===== src/ragc_defs.vh =====
// register offsets, field positions, reset values and timing constants
`ifndef RAGC_DEFS_VH
`define RAGC_DEFS_VH
`define RAGC_ADDR_ATTACK 7'h69
`define RAGC_ADDR_DECAY 7'h6a
`define RAGC_ADDR_PATH 7'h6b
`define RAGC_ATTACK_RESET 8'h00
`define RAGC_DECAY_RESET 8'h00
`define RAGC_PATH_RESET 8'h00
`define RAGC_SRC_BIT 7
`define RAGC_BASE_HI 6
`define RAGC_BASE_LO 5
`define RAGC_MULT_HI 4
`define RAGC_MULT_LO 2
`define RAGC_HPF_LEFT_BIT 7
`define RAGC_HPF_RIGHT_BIT 6
`define RAGC_DECIM_HI 5
`define RAGC_DECIM_LO 4
`define RAGC_FILT_PATH_BIT 3
`define RAGC_DET_OFF_BIT 2
`define RAGC_ERR_BIT 0
// baseline times in ms
`define RAGC_ATK_MS0 16'd7
`define RAGC_ATK_MS1 16'd8
`define RAGC_ATK_MS2 16'd10
`define RAGC_ATK_MS3 16'd11
`define RAGC_DCY_MS0 16'd50
`define RAGC_DCY_MS1 16'd150
`define RAGC_DCY_MS2 16'd250
`define RAGC_DCY_MS3 16'd350
// decay caps in ms, index is twice the decimation ratio minus two
`define RAGC_CAP_R10 24'd4000
`define RAGC_CAP_R15 24'd5600
`define RAGC_CAP_R20 24'd8000
`define RAGC_CAP_R25 24'd9600
`define RAGC_CAP_R35 24'd11200
`define RAGC_CAP_R45 24'd16000
`define RAGC_CAP_R50 24'd19200
`define RAGC_CAP_R60 24'd22400
`endif


===== src/ragc_regs.v =====
// right agc timing, adc path and bus condition registers
//
// What this block does
// - attack multiplier code n scales baseline attack by two to the n.
// - decay source bit: 0 legacy register 29, 1 new decay register.
// - baseline decay codes give 50, 150, 250, 350 ms.
// - decay multiplier code n scales baseline decay by two to the n.
// - decay time capped by decimation ratio, 4 s up to 22.4 s.
// - left highpass uses programmable coefficients when its bit is 1.
// - right highpass uses programmable coefficients when its bit is 1.
// - decimation field picks digital or analog microphone per channel.
// - effects filter follows adc when bit set and both dacs off.
// - bus error detector active when its disable bit is 0.
// - bus error status sets on error and clears on read.
// - baseline attack codes give 7, 8, 10, 11 ms.
// - attack source bit: 0 legacy register 29, 1 new attack register.
`timescale 1ns/1ps
`include "ragc_defs.vh"
module ragc_regs (
    input wire i_clk,
    input wire i_nrst,
    input wire i_ce,
    input wire [6:0] i_addr,
    input wire i_wr,
    input wire i_rd,
    input wire [7:0] i_wdata,
    input wire [23:0] i_legacy_attack_ms,
    input wire [23:0] i_legacy_decay_ms,
    input wire [3:0] i_adc_decimation_ratio,
    input wire i_dacs_powered_down,
    input wire i_bus_error,
    output reg [7:0] o_rdata,
    output reg [23:0] o_attack_ms,
    output reg [23:0] o_decay_ms,
    output reg o_left_hpf_prog,
    output reg o_right_hpf_prog,
    output reg o_left_analog_mic,
    output reg o_right_analog_mic,
    output reg o_effects_after_adc,
    output reg o_bus_error_clear
);
    reg [7:0] attack_reg;
    reg [7:0] decay_reg;
    reg [7:0] path_reg;
    reg err_flag;
    reg err_meta;
    reg err_sync;
    reg [15:0] atk_base;
    reg [15:0] dcy_base;
    reg [23:0] cap_ms;
    reg [23:0] next_decay;
    reg [23:0] capped;
    wire [23:0] atk_scaled;
    wire [23:0] dcy_scaled;
    wire det_on;

    assign det_on = ~path_reg[`RAGC_DET_OFF_BIT];

    // baseline time lookups
    always @* begin
        case (attack_reg[`RAGC_BASE_HI:`RAGC_BASE_LO])
            2'h0: atk_base = `RAGC_ATK_MS0;
            2'h1: atk_base = `RAGC_ATK_MS1;
            2'h2: atk_base = `RAGC_ATK_MS2;
            default: atk_base = `RAGC_ATK_MS3;
        endcase
        case (decay_reg[`RAGC_BASE_HI:`RAGC_BASE_LO])
            2'h0: dcy_base = `RAGC_DCY_MS0;
            2'h1: dcy_base = `RAGC_DCY_MS1;
            2'h2: dcy_base = `RAGC_DCY_MS2;
            default: dcy_base = `RAGC_DCY_MS3;
        endcase
    end

    // multiplier scaling
    ragc_time_scale u_atk_scale (
        .i_base_ms(atk_base),
        .i_mult_code(attack_reg[`RAGC_MULT_HI:`RAGC_MULT_LO]),
        .o_time_ms(atk_scaled)
    );
    ragc_time_scale u_dcy_scale (
        .i_base_ms(dcy_base),
        .i_mult_code(decay_reg[`RAGC_MULT_HI:`RAGC_MULT_LO]),
        .o_time_ms(dcy_scaled)
    );

    // decay cap by decimation ratio, ratio code is twice ratio minus two
    always @* begin
        case (i_adc_decimation_ratio)
            4'h0: cap_ms = `RAGC_CAP_R10;
            4'h1: cap_ms = `RAGC_CAP_R15;
            4'h2: cap_ms = `RAGC_CAP_R20;
            4'h3: cap_ms = `RAGC_CAP_R25;
            4'h4, 4'h5: cap_ms = `RAGC_CAP_R35;
            4'h6, 4'h7: cap_ms = `RAGC_CAP_R45;
            4'h8: cap_ms = `RAGC_CAP_R50;
            default: cap_ms = `RAGC_CAP_R60;
        endcase
        if (decay_reg[`RAGC_SRC_BIT]) begin
            next_decay = dcy_scaled;
        end else begin
            next_decay = i_legacy_decay_ms;
        end
        if (next_decay > cap_ms) begin
            capped = cap_ms;
        end else begin
            capped = next_decay;
        end
    end

    // attack source select, attack time is never capped
    reg [23:0] next_attack;
    always @* begin
        if (attack_reg[`RAGC_SRC_BIT]) begin
            next_attack = atk_scaled;
        end else begin
            next_attack = i_legacy_attack_ms;
        end
    end

    // read data mux, status byte keeps bit 1 at zero
    reg [7:0] next_rdata;
    always @* begin
        case (i_addr)
            `RAGC_ADDR_ATTACK: next_rdata = attack_reg;
            `RAGC_ADDR_DECAY: next_rdata = decay_reg;
            `RAGC_ADDR_PATH: next_rdata = {path_reg[7:2], 1'b0, err_flag};
            default: next_rdata = 8'h00; // unmapped reads give zero
        endcase
    end

    // bus error synchroniser, two flops before any logic
    always @(posedge i_clk or negedge i_nrst) begin
        if (!i_nrst) begin
            err_meta <= 1'b0;
            err_sync <= 1'b0;
        end else if (i_ce) begin
            err_meta <= i_bus_error;
            err_sync <= err_meta;
        end
    end

    // register writes, unmapped writes ignored
    always @(posedge i_clk or negedge i_nrst) begin
        if (!i_nrst) begin
            attack_reg <= `RAGC_ATTACK_RESET;
            decay_reg <= `RAGC_DECAY_RESET;
            path_reg <= `RAGC_PATH_RESET;
        end else if (i_ce && i_wr) begin
            // attack and decay low reserved bits stored as written, path low bits forced to 0; software keeps them 0
            case (i_addr)
                `RAGC_ADDR_ATTACK: attack_reg <= i_wdata;
                `RAGC_ADDR_DECAY: decay_reg <= i_wdata;
                `RAGC_ADDR_PATH: path_reg <= {i_wdata[7:2], 2'b00};
                default: ;
            endcase
        end
    end

    // error status flag, set beats the read clear
    always @(posedge i_clk or negedge i_nrst) begin
        if (!i_nrst) begin
            err_flag <= 1'b0;
        end else if (i_ce) begin
            if (det_on && err_sync) begin
                err_flag <= 1'b1;
            end else if (i_rd && i_addr == `RAGC_ADDR_PATH) begin
                err_flag <= 1'b0;
            end
        end
    end

    // detector clear pulse, one cycle per synced error cycle while the detector is on
    always @(posedge i_clk or negedge i_nrst) begin
        if (!i_nrst) begin
            o_bus_error_clear <= 1'b0;
        end else if (i_ce) begin
            o_bus_error_clear <= det_on && err_sync;
        end
    end

    // read data register, holds until the next read
    always @(posedge i_clk or negedge i_nrst) begin
        if (!i_nrst) begin
            o_rdata <= 8'h00;
        end else if (i_ce && i_rd) begin
            o_rdata <= next_rdata;
        end
    end

    // effective attack and decay times
    always @(posedge i_clk or negedge i_nrst) begin
        if (!i_nrst) begin
            o_attack_ms <= 24'h000000;
            o_decay_ms <= 24'h000000;
        end else if (i_ce) begin
            o_attack_ms <= next_attack;
            o_decay_ms <= capped;
        end
    end

    // filter coefficient, microphone and effects routing
    always @(posedge i_clk or negedge i_nrst) begin
        if (!i_nrst) begin
            o_left_hpf_prog <= 1'b0;
            o_right_hpf_prog <= 1'b0;
            o_left_analog_mic <= 1'b0;
            o_right_analog_mic <= 1'b0;
            o_effects_after_adc <= 1'b0;
        end else if (i_ce) begin
            o_left_hpf_prog <= path_reg[`RAGC_HPF_LEFT_BIT];
            o_right_hpf_prog <= path_reg[`RAGC_HPF_RIGHT_BIT];
            o_left_analog_mic <= path_reg[`RAGC_DECIM_HI];
            o_right_analog_mic <= path_reg[`RAGC_DECIM_LO];
            o_effects_after_adc <= path_reg[`RAGC_FILT_PATH_BIT]
                && i_dacs_powered_down;
        end
    end
endmodule


===== src/ragc_time_scale.v =====
// baseline time times power-of-two multiplier
`timescale 1ns/1ps
module ragc_time_scale (
    input wire [15:0] i_base_ms,
    input wire [2:0] i_mult_code,
    output wire [23:0] o_time_ms
);
    // shift by code gives factor 1..128
    assign o_time_ms = {8'h00, i_base_ms} << i_mult_code;
endmodule


===== config.mk =====
export PLATFORM = sky130hd
export DESIGN_NAME = ragc_regs
export DESIGN_NICKNAME = d
export VERILOG_FILES = /design/src/ragc_regs.v /design/src/ragc_time_scale.v
export VERILOG_INCLUDE_DIRS = /design/src
export SDC_FILE = /design/constraint.sdc
export NUM_CORES = 1
export LEC_CHECK = 0
export ABC_AREA = 1
export BUFFER_PORTS_ARGS = -buffer_cell sky130_fd_sc_hd__buf_4
export CAP_MARGIN = 25
export CORE_UTILIZATION = 28
export DETAILED_ROUTE_END_ITERATION = 16
export PLACE_DENSITY = 0.56
export REMOVE_ABC_BUFFERS = 1
export SYNTH_ARGS = -nofsm -noshare
export SYNTH_HDL_FRONTEND = slang
export SYNTH_HIERARCHICAL = 1
export SYNTH_SLANG_ARGS = --single-unit

===== constraint.sdc =====
create_clock -name i_clk -period 8 [get_ports i_clk]
set_clock_uncertainty 0.1 [all_clocks]
set_input_delay 0.8 -clock i_clk [delete_from_list [all_inputs] [get_ports i_clk]]
set_output_delay 0.8 -clock i_clk [all_outputs]
set_load 0.01 [all_outputs]

==> flow_summary.ini, run 1 <==
[synth]
synthSimpleGateAreaFrac_pct = 40.7
synth-edff-count = 0
yosysUniqueCellTypes = 31
synth_area_mm2 = 0.00628
synthArstFlopShare_pct = 100
syn_area_per_cell_um2 = 7.01
synth_compound_area_share_pct = 9.30
synth_top_area_share_pct = 34.6
synthXorXnorAreaFrac_pct = 0
ys_top_cells_by_area = dfrtp_1 35%, nand2_1 16%, nand3_1 8.8%
yosysMostFrequentCell = nand2_1
synth_top_family_by_area = simple AND/OR/NAND/NOR gates
synth_common_cells = 268 x nand2_1, 111 x nand3_1, 94 x o21ai_0
synthMuxAreaShare_pct = 0.339
synth_warnings = 6
ys.flop_type = dfrtp_1
synth_area_leader_cell = dfrtp_1
synth_adder_area_share_pct = 3.98
synthesis.instances = 897
ys_seq_area_share_pct = 34.6
synth_seq_cells = 87

[worst_setup_path]
r2r_cells = 19
critPathBufInv = 2
r2r-start = decay_reg[5]
crit_family = simple AND/OR/NAND/NOR gates
critPathMostFrequentCell = nand2_1
crit_cells = 19
cp-start-kind = register
cp_max_fo = 15
critical_path_class = register to register
r2r_setup_slack_ps = 4190
slowest_stage = dfrtp_1
worstSetupEndpointType = register
crit_required_ps = 8140
path_cells = inv_1, ha_1, or2_2, nand2_1, nand3_2, nand3_1, nand2_1, or2_2, o21ai_0, inv_1, ha_1, nand2_1, nand3b_1, nor2_1, nand3_1, nand2_2, nand2_1, nand3_1, nand2_1
r2r-end = o_decay_ms[5]
critPathMaxStageDelay_ps = 400
worstPathArrival_ps = 3950

[floorplanning]
io_pins = 136
dieArea_mm2 = 0.0230
die_w_um = 152
core_area_mm2 = 0.0219
rows = 54
initial_utilization_pct = 28.7
fp.dieH_um = 152

[placed_design]
globalplace.congestion = 0.828
dpl_cell_area_mm2 = 0.00753
dp_hpwl_um = 12700
pre_cts_slack_ps = 4220
port_buffers = 135

[timing]
slew_headroom_pct = 37.6
finalSetupViolations = 0
period_share_pct = 47.7
fin_crit_ps = 3810
fmaxAchievable_mhz = 262
finalSetupTns_ps = 0
final_hold_viol_count = 0
final_max_slew_viol_count = 0
whs_ps = 283
setup_ws_ps = 4190
worstMarginPinSlew_ps = 933
rsz0062_at_grt = no

[run_status]
status = finished, final reports clean

[cts]
cts_root_buffer = clkbuf_16
cts.clk_slew.worst_paths_ps = 70
clock_latency_ps = 340
htree_levels = 3
hold_buffers = 0
cts_sinks = 87
cts_tree = yes
clockBufferDepth = 2
cts_resized = 0
post-cts-setup-buffers = 0
cts_inserted_buffers = 9

[power_and_ir_drop]
clkPwrFrac_pct = 36.4
irDropWorstVdd_v = 0.0000988
swShare_pct = 31.1
seq_power_share_pct = 40.3
switching_power_uw = 392
p_leak_uw = 0.00407
p_per_area_mw_per_mm2 = 161
power_frac_comb_pct = 23.4
p_int_uw = 870
p_total_uw = 1260

[grt]
grt_antenna_before_repair = 0
grt_use_total_pct = 15.4
grt_pass1_vias = 5765
grt_pass1_wl_um = 29100
grt-ovfl-total = 0
grt_max_degree = 60

[layout]
drive_above_1_share_pct = 22.5
n_antenna_cell = 0
reg_top3 = o_attack_ms x24, o_decay_ms x24
fin_nets = 1139
final_cell_area_mm2 = 0.00784
synthToLayoutAreaGrowth_pct = 24.8

[routing]
route.met2.wl_um = 8090
drcViolationCount = 0
wl_met3_um = 692
drt_first_pass_iters = 4
num_vias = 6054
routedWlPerCell_um = 13.2
avgViaCountPerCell = 4.55
top_layer = met4
m1WireLength_um = 8480
ant_nets = 0
drt_iter0_drc = 371
totalWireLength_um = 17500

[job]
maxCapViolCount = 0

[hold_path]
hp-class = input pin to async pin
[per-layer routing]
layer,GRT usage (%),vias to the layer above
li1,-,3128
met2,24.5,124
met4,5.10,0
met1,21.5,2787
met5,0,-
met3,2.17,15
[cell type report]
class,count,area (um^2)
Fill cell,2400,14000
Multi-Input combinational cell,716,3600
Sequential cell,87,2180
Timing Repair Buffer,138,1040
Inverter,93,364
Tap cell,280,350
Clock buffer,11,233
Clock inverter,5,82.6
[how the worst max path moves through the flow]
stage,start,end,slack [ps]
after floorplan,decay_reg[5],o_decay_ms[10],4730
after global placement,decay_reg[5],o_decay_ms[13],4300
after detailed placement,decay_reg[5],o_decay_ms[8],4220
after CTS,decay_reg[5],o_decay_ms[5],4200
after global routing,decay_reg[5],o_decay_ms[6],3800
final,decay_reg[5],o_decay_ms[5],4190
[cells by family after synthesis]
family	Yosys count
AOI/OAI and AO/OA	114
adders and majority gates	20
buffers and inverters	139
DFF	87
muxes	2
other	4
and+or+nand+nor	531
[through the flow]
stage | cells | utilization, %
floorplan | 896 | -
global placement | 1314 | 34.4
detailed placement | 1314 | 34.4
CTS | 1330 | 35.8
global route | 1330 | 35.8
finish | 1330 | 35.8
[placed cells by master, fill, tap and decap left out, types with 9 or more instances in the layout]
master | synthesis | final
nor2_1 | 63 | 63
nand3_1 | 111 | 111
nand2_1 | 268 | 268
clkbuf_16 | 0 | 9
buf_4 | 8 | 138
or2_2 | 9 | 9
nand3_2 | 32 | 32
a21oi_1 | 9 | 9
ha_1 | 20 | 20
o21ai_0 | 94 | 94
conb_1 | 4 | 49
nand2_4 | 18 | 18
inv_1 | 83 | 83
nor2_2 | 9 | 9
dfrtp_1 | 87 | 87
[power by group through the flow]
stage / logic, uW / registers, uW / clock network (uW)
3_5_place_dp: 295 / 517 / 0
6_report: 295 / 508 / 459
4_1_cts: 297 / 509 / 475
5_1_grt: 335 / 514 / 488
2_1_floorplan: 158 / 521 / 0
3_3_place_gp: 294 / 516 / 0
(Power assumes the default switching activity.)
==> inputs of run 2 (changes only) <==
Settings changed: PLACE_DENSITY 0.56 to 0.57.
Clock period 8 ns to 3.3 ns, I/O delays scaled along.
==> flow_summary.ini, run 2 (synthesized netlist as in run 1, its figures left out) <==
[floorplanning]
rows = 54
initial_utilization_pct = 28.7
die_w_um = 152
io_pins = 136
fp.dieH_um = 152
dieArea_mm2 = 0.0230
core_area_mm2 = 0.0219

[layout]
fin_nets = 1171
most-common-layout-cells = 261 x nand2_1, 163 x buf_4, 102 x nand3_1
nFillCells = 2390
final_cell_area_mm2 = 0.00837
register_area_mm2 = 0.00218
layout_commonest_cell = nand2_1
synthToLayoutAreaGrowth_pct = 33.2
n_antenna_cell = 0
reg_top3 = o_attack_ms x24, o_decay_ms x24
drive_above_1_share_pct = 28.7
multi_input_area_mm2 = 0.00382

[grt]
grt_antenna_before_repair = 0
grt_max_degree = 33
grt_use_total_pct = 15.7
grt_pass1_wl_um = 29500
grt_pass1_vias = 5898
grt-ovfl-total = 0

[routing]
ant_nets = 0
drt_iter0_drc = 309
num_vias = 6206
drcViolationCount = 0
routedWlPerCell_um = 13.4
drt_first_pass_iters = 4
totalWireLength_um = 18200
avgViaCountPerCell = 4.56

[worst_setup_path]
worstPathArrival_ps = 3360
crit_required_ps = 3490
cp_max_fo = 5
worstSetupEndpointType = register
cp-start-kind = register
critical_path_class = register to register

[power_and_ir_drop]
p_per_area_mw_per_mm2 = 382
p_leak_uw = 0.00428
p_total_uw = 3200
irDropWorstVdd_v = 0.000250

[timing]
slew_headroom_pct = 49.8
final_max_slew_viol_count = 0
worstMarginPinSlew_ps = 752
period_share_pct = 96.2
fin_crit_ps = 3170
finalSetupViolations = 0
final_hold_viol_count = 0
fmaxAchievable_mhz = 315

[cts]
htree_levels = 3
clockBufferDepth = 2
cts_sinks = 87
cts_root_buffer = clkbuf_16
cts_tree = yes
cts.clk_slew.worst_paths_ps = 70
cts_inserted_buffers = 9
clock_latency_ps = 340

[job]
maxCapViolCount = 0

[placed_design]
dp_hpwl_um = 13300
port_buffers = 135
dpl_cell_area_mm2 = 0.00775
globalplace.congestion = 0.816

[hold_path]
hp-class = input pin to register

[run_status]
status = finished, final reports clean
[run 2: changes by cell type in the layout (fill, tap and decap cells not counted), moves of 8 or more]
cell     change
buf_4       +25
o21ai_0      -8
nand3_2      +8
nand3_1      -9
[run 2: stage by stage]
stage	worst slack [ps]	setup TNS, ps	util [%]	std cells	hold WS (ps)
floorplan	27.8	0	-	896	-65.6
global placement	-24.1	-177	35.4	1342	177
detailed placement	-86.6	-691	35.4	1342	187
CTS	3.94	0	37.0	1359	85.4
global route	-86.9	-701	38.2	1362	102
finish	127	0	38.2	1362	98.3
[run 2: routing by layer]
| metal | GRT usage [%] | share of wire (%) |
|---|---|---|
| met5 | 0 | 0 |
| met4 | 4.43 | 1.4 |
| met3 | 2.45 | 3.7 |
| met2 | 25.2 | 46 |
| met1 | 21.7 | 49 |
[run 2: worst max-delay path, stage by stage (launching register included)]
cell and delay (ps):
dfrtp_2 450, inv_2 90, ha_4 150, or2_2 310, nand2_1 120, nand3_2 110, nand3_2 70, nand2_1 50
or2_2 300, o21ai_2 80, inv_2 60, ha_4 260, nand2_2 50, nand3b_1 160, nor2_2 210, nand3_4 150
buf_6 170, nand3_1 80, nand3_1 80, nand2_1 80
[run 2: path summary, 6_finish.rpt]
path	startpoint	end	slack (ps)	cells past startpoint
min in group asynchronous	i_nrst	o_attack_ms[14]	360	2
setup reg to reg	decay_reg[6]	o_decay_ms[6]	130	19
hold reg to reg	err_meta	err_meta	370	2
hold / removal	i_bus_error	err_meta	100	3
max in group asynchronous	i_nrst	decay_reg[6]	1960	3
setup / recovery	decay_reg[6]	o_decay_ms[6]	130	19
[run 2: repair_timing]
action                                  4_1_cts  5_1_grt
gates cloned                                  0        1
endpoints found under the setup margin       15       15
pin swaps                                     0       25
setup buffers                                 0        2
endpoints found under the hold margin        25        0
hold buffers                                  1        0
gates resized for setup                       3       64
[run 2: layout make-up]
| cell class | count | share of cell area, % |
|---|---|---|
| Multi-Input combinational cell | 716 | 45.7 |
| Clock inverter | 5 | 1.27 |
| Tap cell | 280 | 4.19 |
| Sequential cell | 87 | 26.1 |
| Inverter | 93 | 4.35 |
| Timing Repair Buffer | 170 | 15.7 |
| Clock buffer | 11 | 2.78 |
[run 2: power by group]
part | total [uW] | internal (uW) | switching [uW] | leakage [uW]
Clock | 1190 | 743 | 449 | 0.000160
Sequential | 1210 | 1150 | 60.9 | 0.00110
Combinational | 801 | 336 | 465 | 0.00301
Total | 3200 | 2230 | 974 | 0.00428
==> inputs of run 3 (changes only) <==
Settings changed: CELL_PAD_IN_SITES_DETAIL_PLACEMENT set to 1, CELL_PAD_IN_SITES_GLOBAL_PLACEMENT set to 2, CORE_UTILIZATION 28 to 27, PLACE_DENSITY 0.57 to 0.85.
==> flow_summary.ini, run 3 (synthesized netlist as in run 1, its figures left out) <==
[timing]
slew_headroom_pct = 45.8
rsz0062_at_grt = yes
period_share_pct = 96.5
fin_crit_ps = 3190
final_max_slew_viol_count = 0
setup_ws_ps = 114
whs_ps = 93.9
final_hold_viol_count = 0
finalSetupViolations = 0
worstMarginPinSlew_ps = 813
fmaxAchievable_mhz = 314

[worst_setup_path]
cp-start-kind = register
critical_path_class = register to register
r2r-end = o_decay_ms[8]
cp_max_fo = 7
worstSetupEndpointType = register
worstPathArrival_ps = 3330
critPathMaxStageDelay_ps = 410
r2r_setup_slack_ps = 110
r2r_cells = 24
crit_required_ps = 3450
slowest_stage = dfrtp_1
r2r-start = decay_reg[5]
path_cells = buf_6, ha_1, or2_4, nand2_4, nand3_2, nand3_1, nand2_1, or2_2, o21ai_2, inv_2, ha_4, nand2_1, nand2_1, nand2_1, nand2_1, nand2_1, nand2_1, nor2_2, nand2_4, buf_6, nand2_8, nand2_1, nand3_1, nand2_1
critPathMostFrequentCell = nand2_1

[routing]
num_vias = 6338
drt_iter0_drc = 206
totalWireLength_um = 20300
routedWlPerCell_um = 14.8
ant_nets = 0
avgViaCountPerCell = 4.62
drcViolationCount = 0
drt_first_pass_iters = 4

[layout]
layout_commonest_cell = nand2_1
n_antenna_cell = 0
final_cells = 1371
fin_nets = 1175
final_cell_area_mm2 = 0.00841
most-common-layout-cells = 258 x nand2_1, 164 x buf_4, 101 x nand3_1
drive_above_1_share_pct = 28.9
reg_top3 = o_attack_ms x24, o_decay_ms x24
synthToLayoutAreaGrowth_pct = 33.9

[cts]
cts_inserted_buffers = 9
cts.clk_slew.worst_paths_ps = 70
cts_sinks = 87
clock_latency_ps = 350
htree_levels = 3
cts_root_buffer = clkbuf_16
clockBufferDepth = 2
cts_tree = yes

[floorplanning]
io_pins = 136
core_area_mm2 = 0.0227
die_w_um = 155
initial_utilization_pct = 27.7
dieArea_mm2 = 0.0239
rows = 55
fp.dieH_um = 155

[placed_design]
dp_cells = 1345
dpl_cell_area_mm2 = 0.00773
dp_hpwl_um = 14700
port_buffers = 135
pre_cts_slack_ps = -95.9
globalplace.congestion = 0.778

[grt]
grt_pass1_wl_um = 33000
grt_pass1_vias = 6565
grt-ovfl-total = 0
grt_max_degree = 77
grt_antenna_before_repair = 0
grt_use_total_pct = 17.4

[hold_path]
min_delay_path_depth = 3
min_from = i_bus_error
min_to = err_meta
hp-class = input pin to register

[job]
maxCapViolCount = 0

[power_and_ir_drop]
p_total_uw = 3100
p_per_area_mw_per_mm2 = 369
irDropWorstVdd_v = 0.000221
p_leak_uw = 0.00433

[run_status]
status = finished, final reports clean
## run 3: worst max path at each step
| stage | slack, ps | start | cells after the start | to |
|---|---|---|---|---|
| 6_report | 110 | decay_reg[5] | 24 | o_decay_ms[8] |
| 5_1_grt | -100 | decay_reg[5] | 24 | o_decay_ms[8] |
| 4_1_cts | -6 | decay_reg[5] | 21 | o_decay_ms[13] |
| 3_5_place_dp | -100 | decay_reg[5] | 21 | o_decay_ms[13] |
| 3_3_place_gp | 50 | decay_reg[5] | 23 | o_decay_ms[6] |
| 2_1_floorplan | 30 | decay_reg[5] | 20 | o_decay_ms[10] |
## run 3: final cells by class
type                       count  area [um^2]
fill                        2871        14300
multi-input combinational    717         3870
sequential                    87         2180
timing repair buffer         173         1350
inverter                      93          367
tap                          285          357
clock buffer                  10          229
clock inverter                 6         68.8
## run 3: worst max-delay path: cells and delay by family, from the launching register on
kind | cells | cell delay, ps
AOI/OAI and AO/OA | 1 | 80
adders and majority gates | 2 | 400
buffers and inverters | 3 | 340
DFF | 1 | 410
and+or+nand+nor | 18 | 1750
## run 3: routing by layer
metal	part of all wire, %	wire [um]	global-route usage [%]
met3	4.1	831	3.31
met5	0	0	0
met4	2.1	425	5.47
met2	49	9920	30.1
met1	45	9110	21.8
## run 3: metrics by stage
| stage | utilization [%] | setup TNS [ps] |
|---|---|---|
| detailed placement | 34.0 | -769 |
| CTS | 35.6 | -5.86 |
| finish | 37.0 | 0 |
| floorplan | - | 0 |
| global route | 37.0 | -659 |
| global placement | 34.0 | 0 |
## run 3: what timing repair did
action,CTS,global route
hold buffers,0,1
resized for setup,16,65
gates cloned,2,1
buffers inserted,0,5
endpoints found under the hold margin,0,28
pin swaps,4,29
setup endpoints to repair,15,15
## run 3: where the power goes
group          total, uW  switching [uW]  internal, uW
combinational        827             484           343
sequential          1210            60.7          1150
clock               1070             477           594
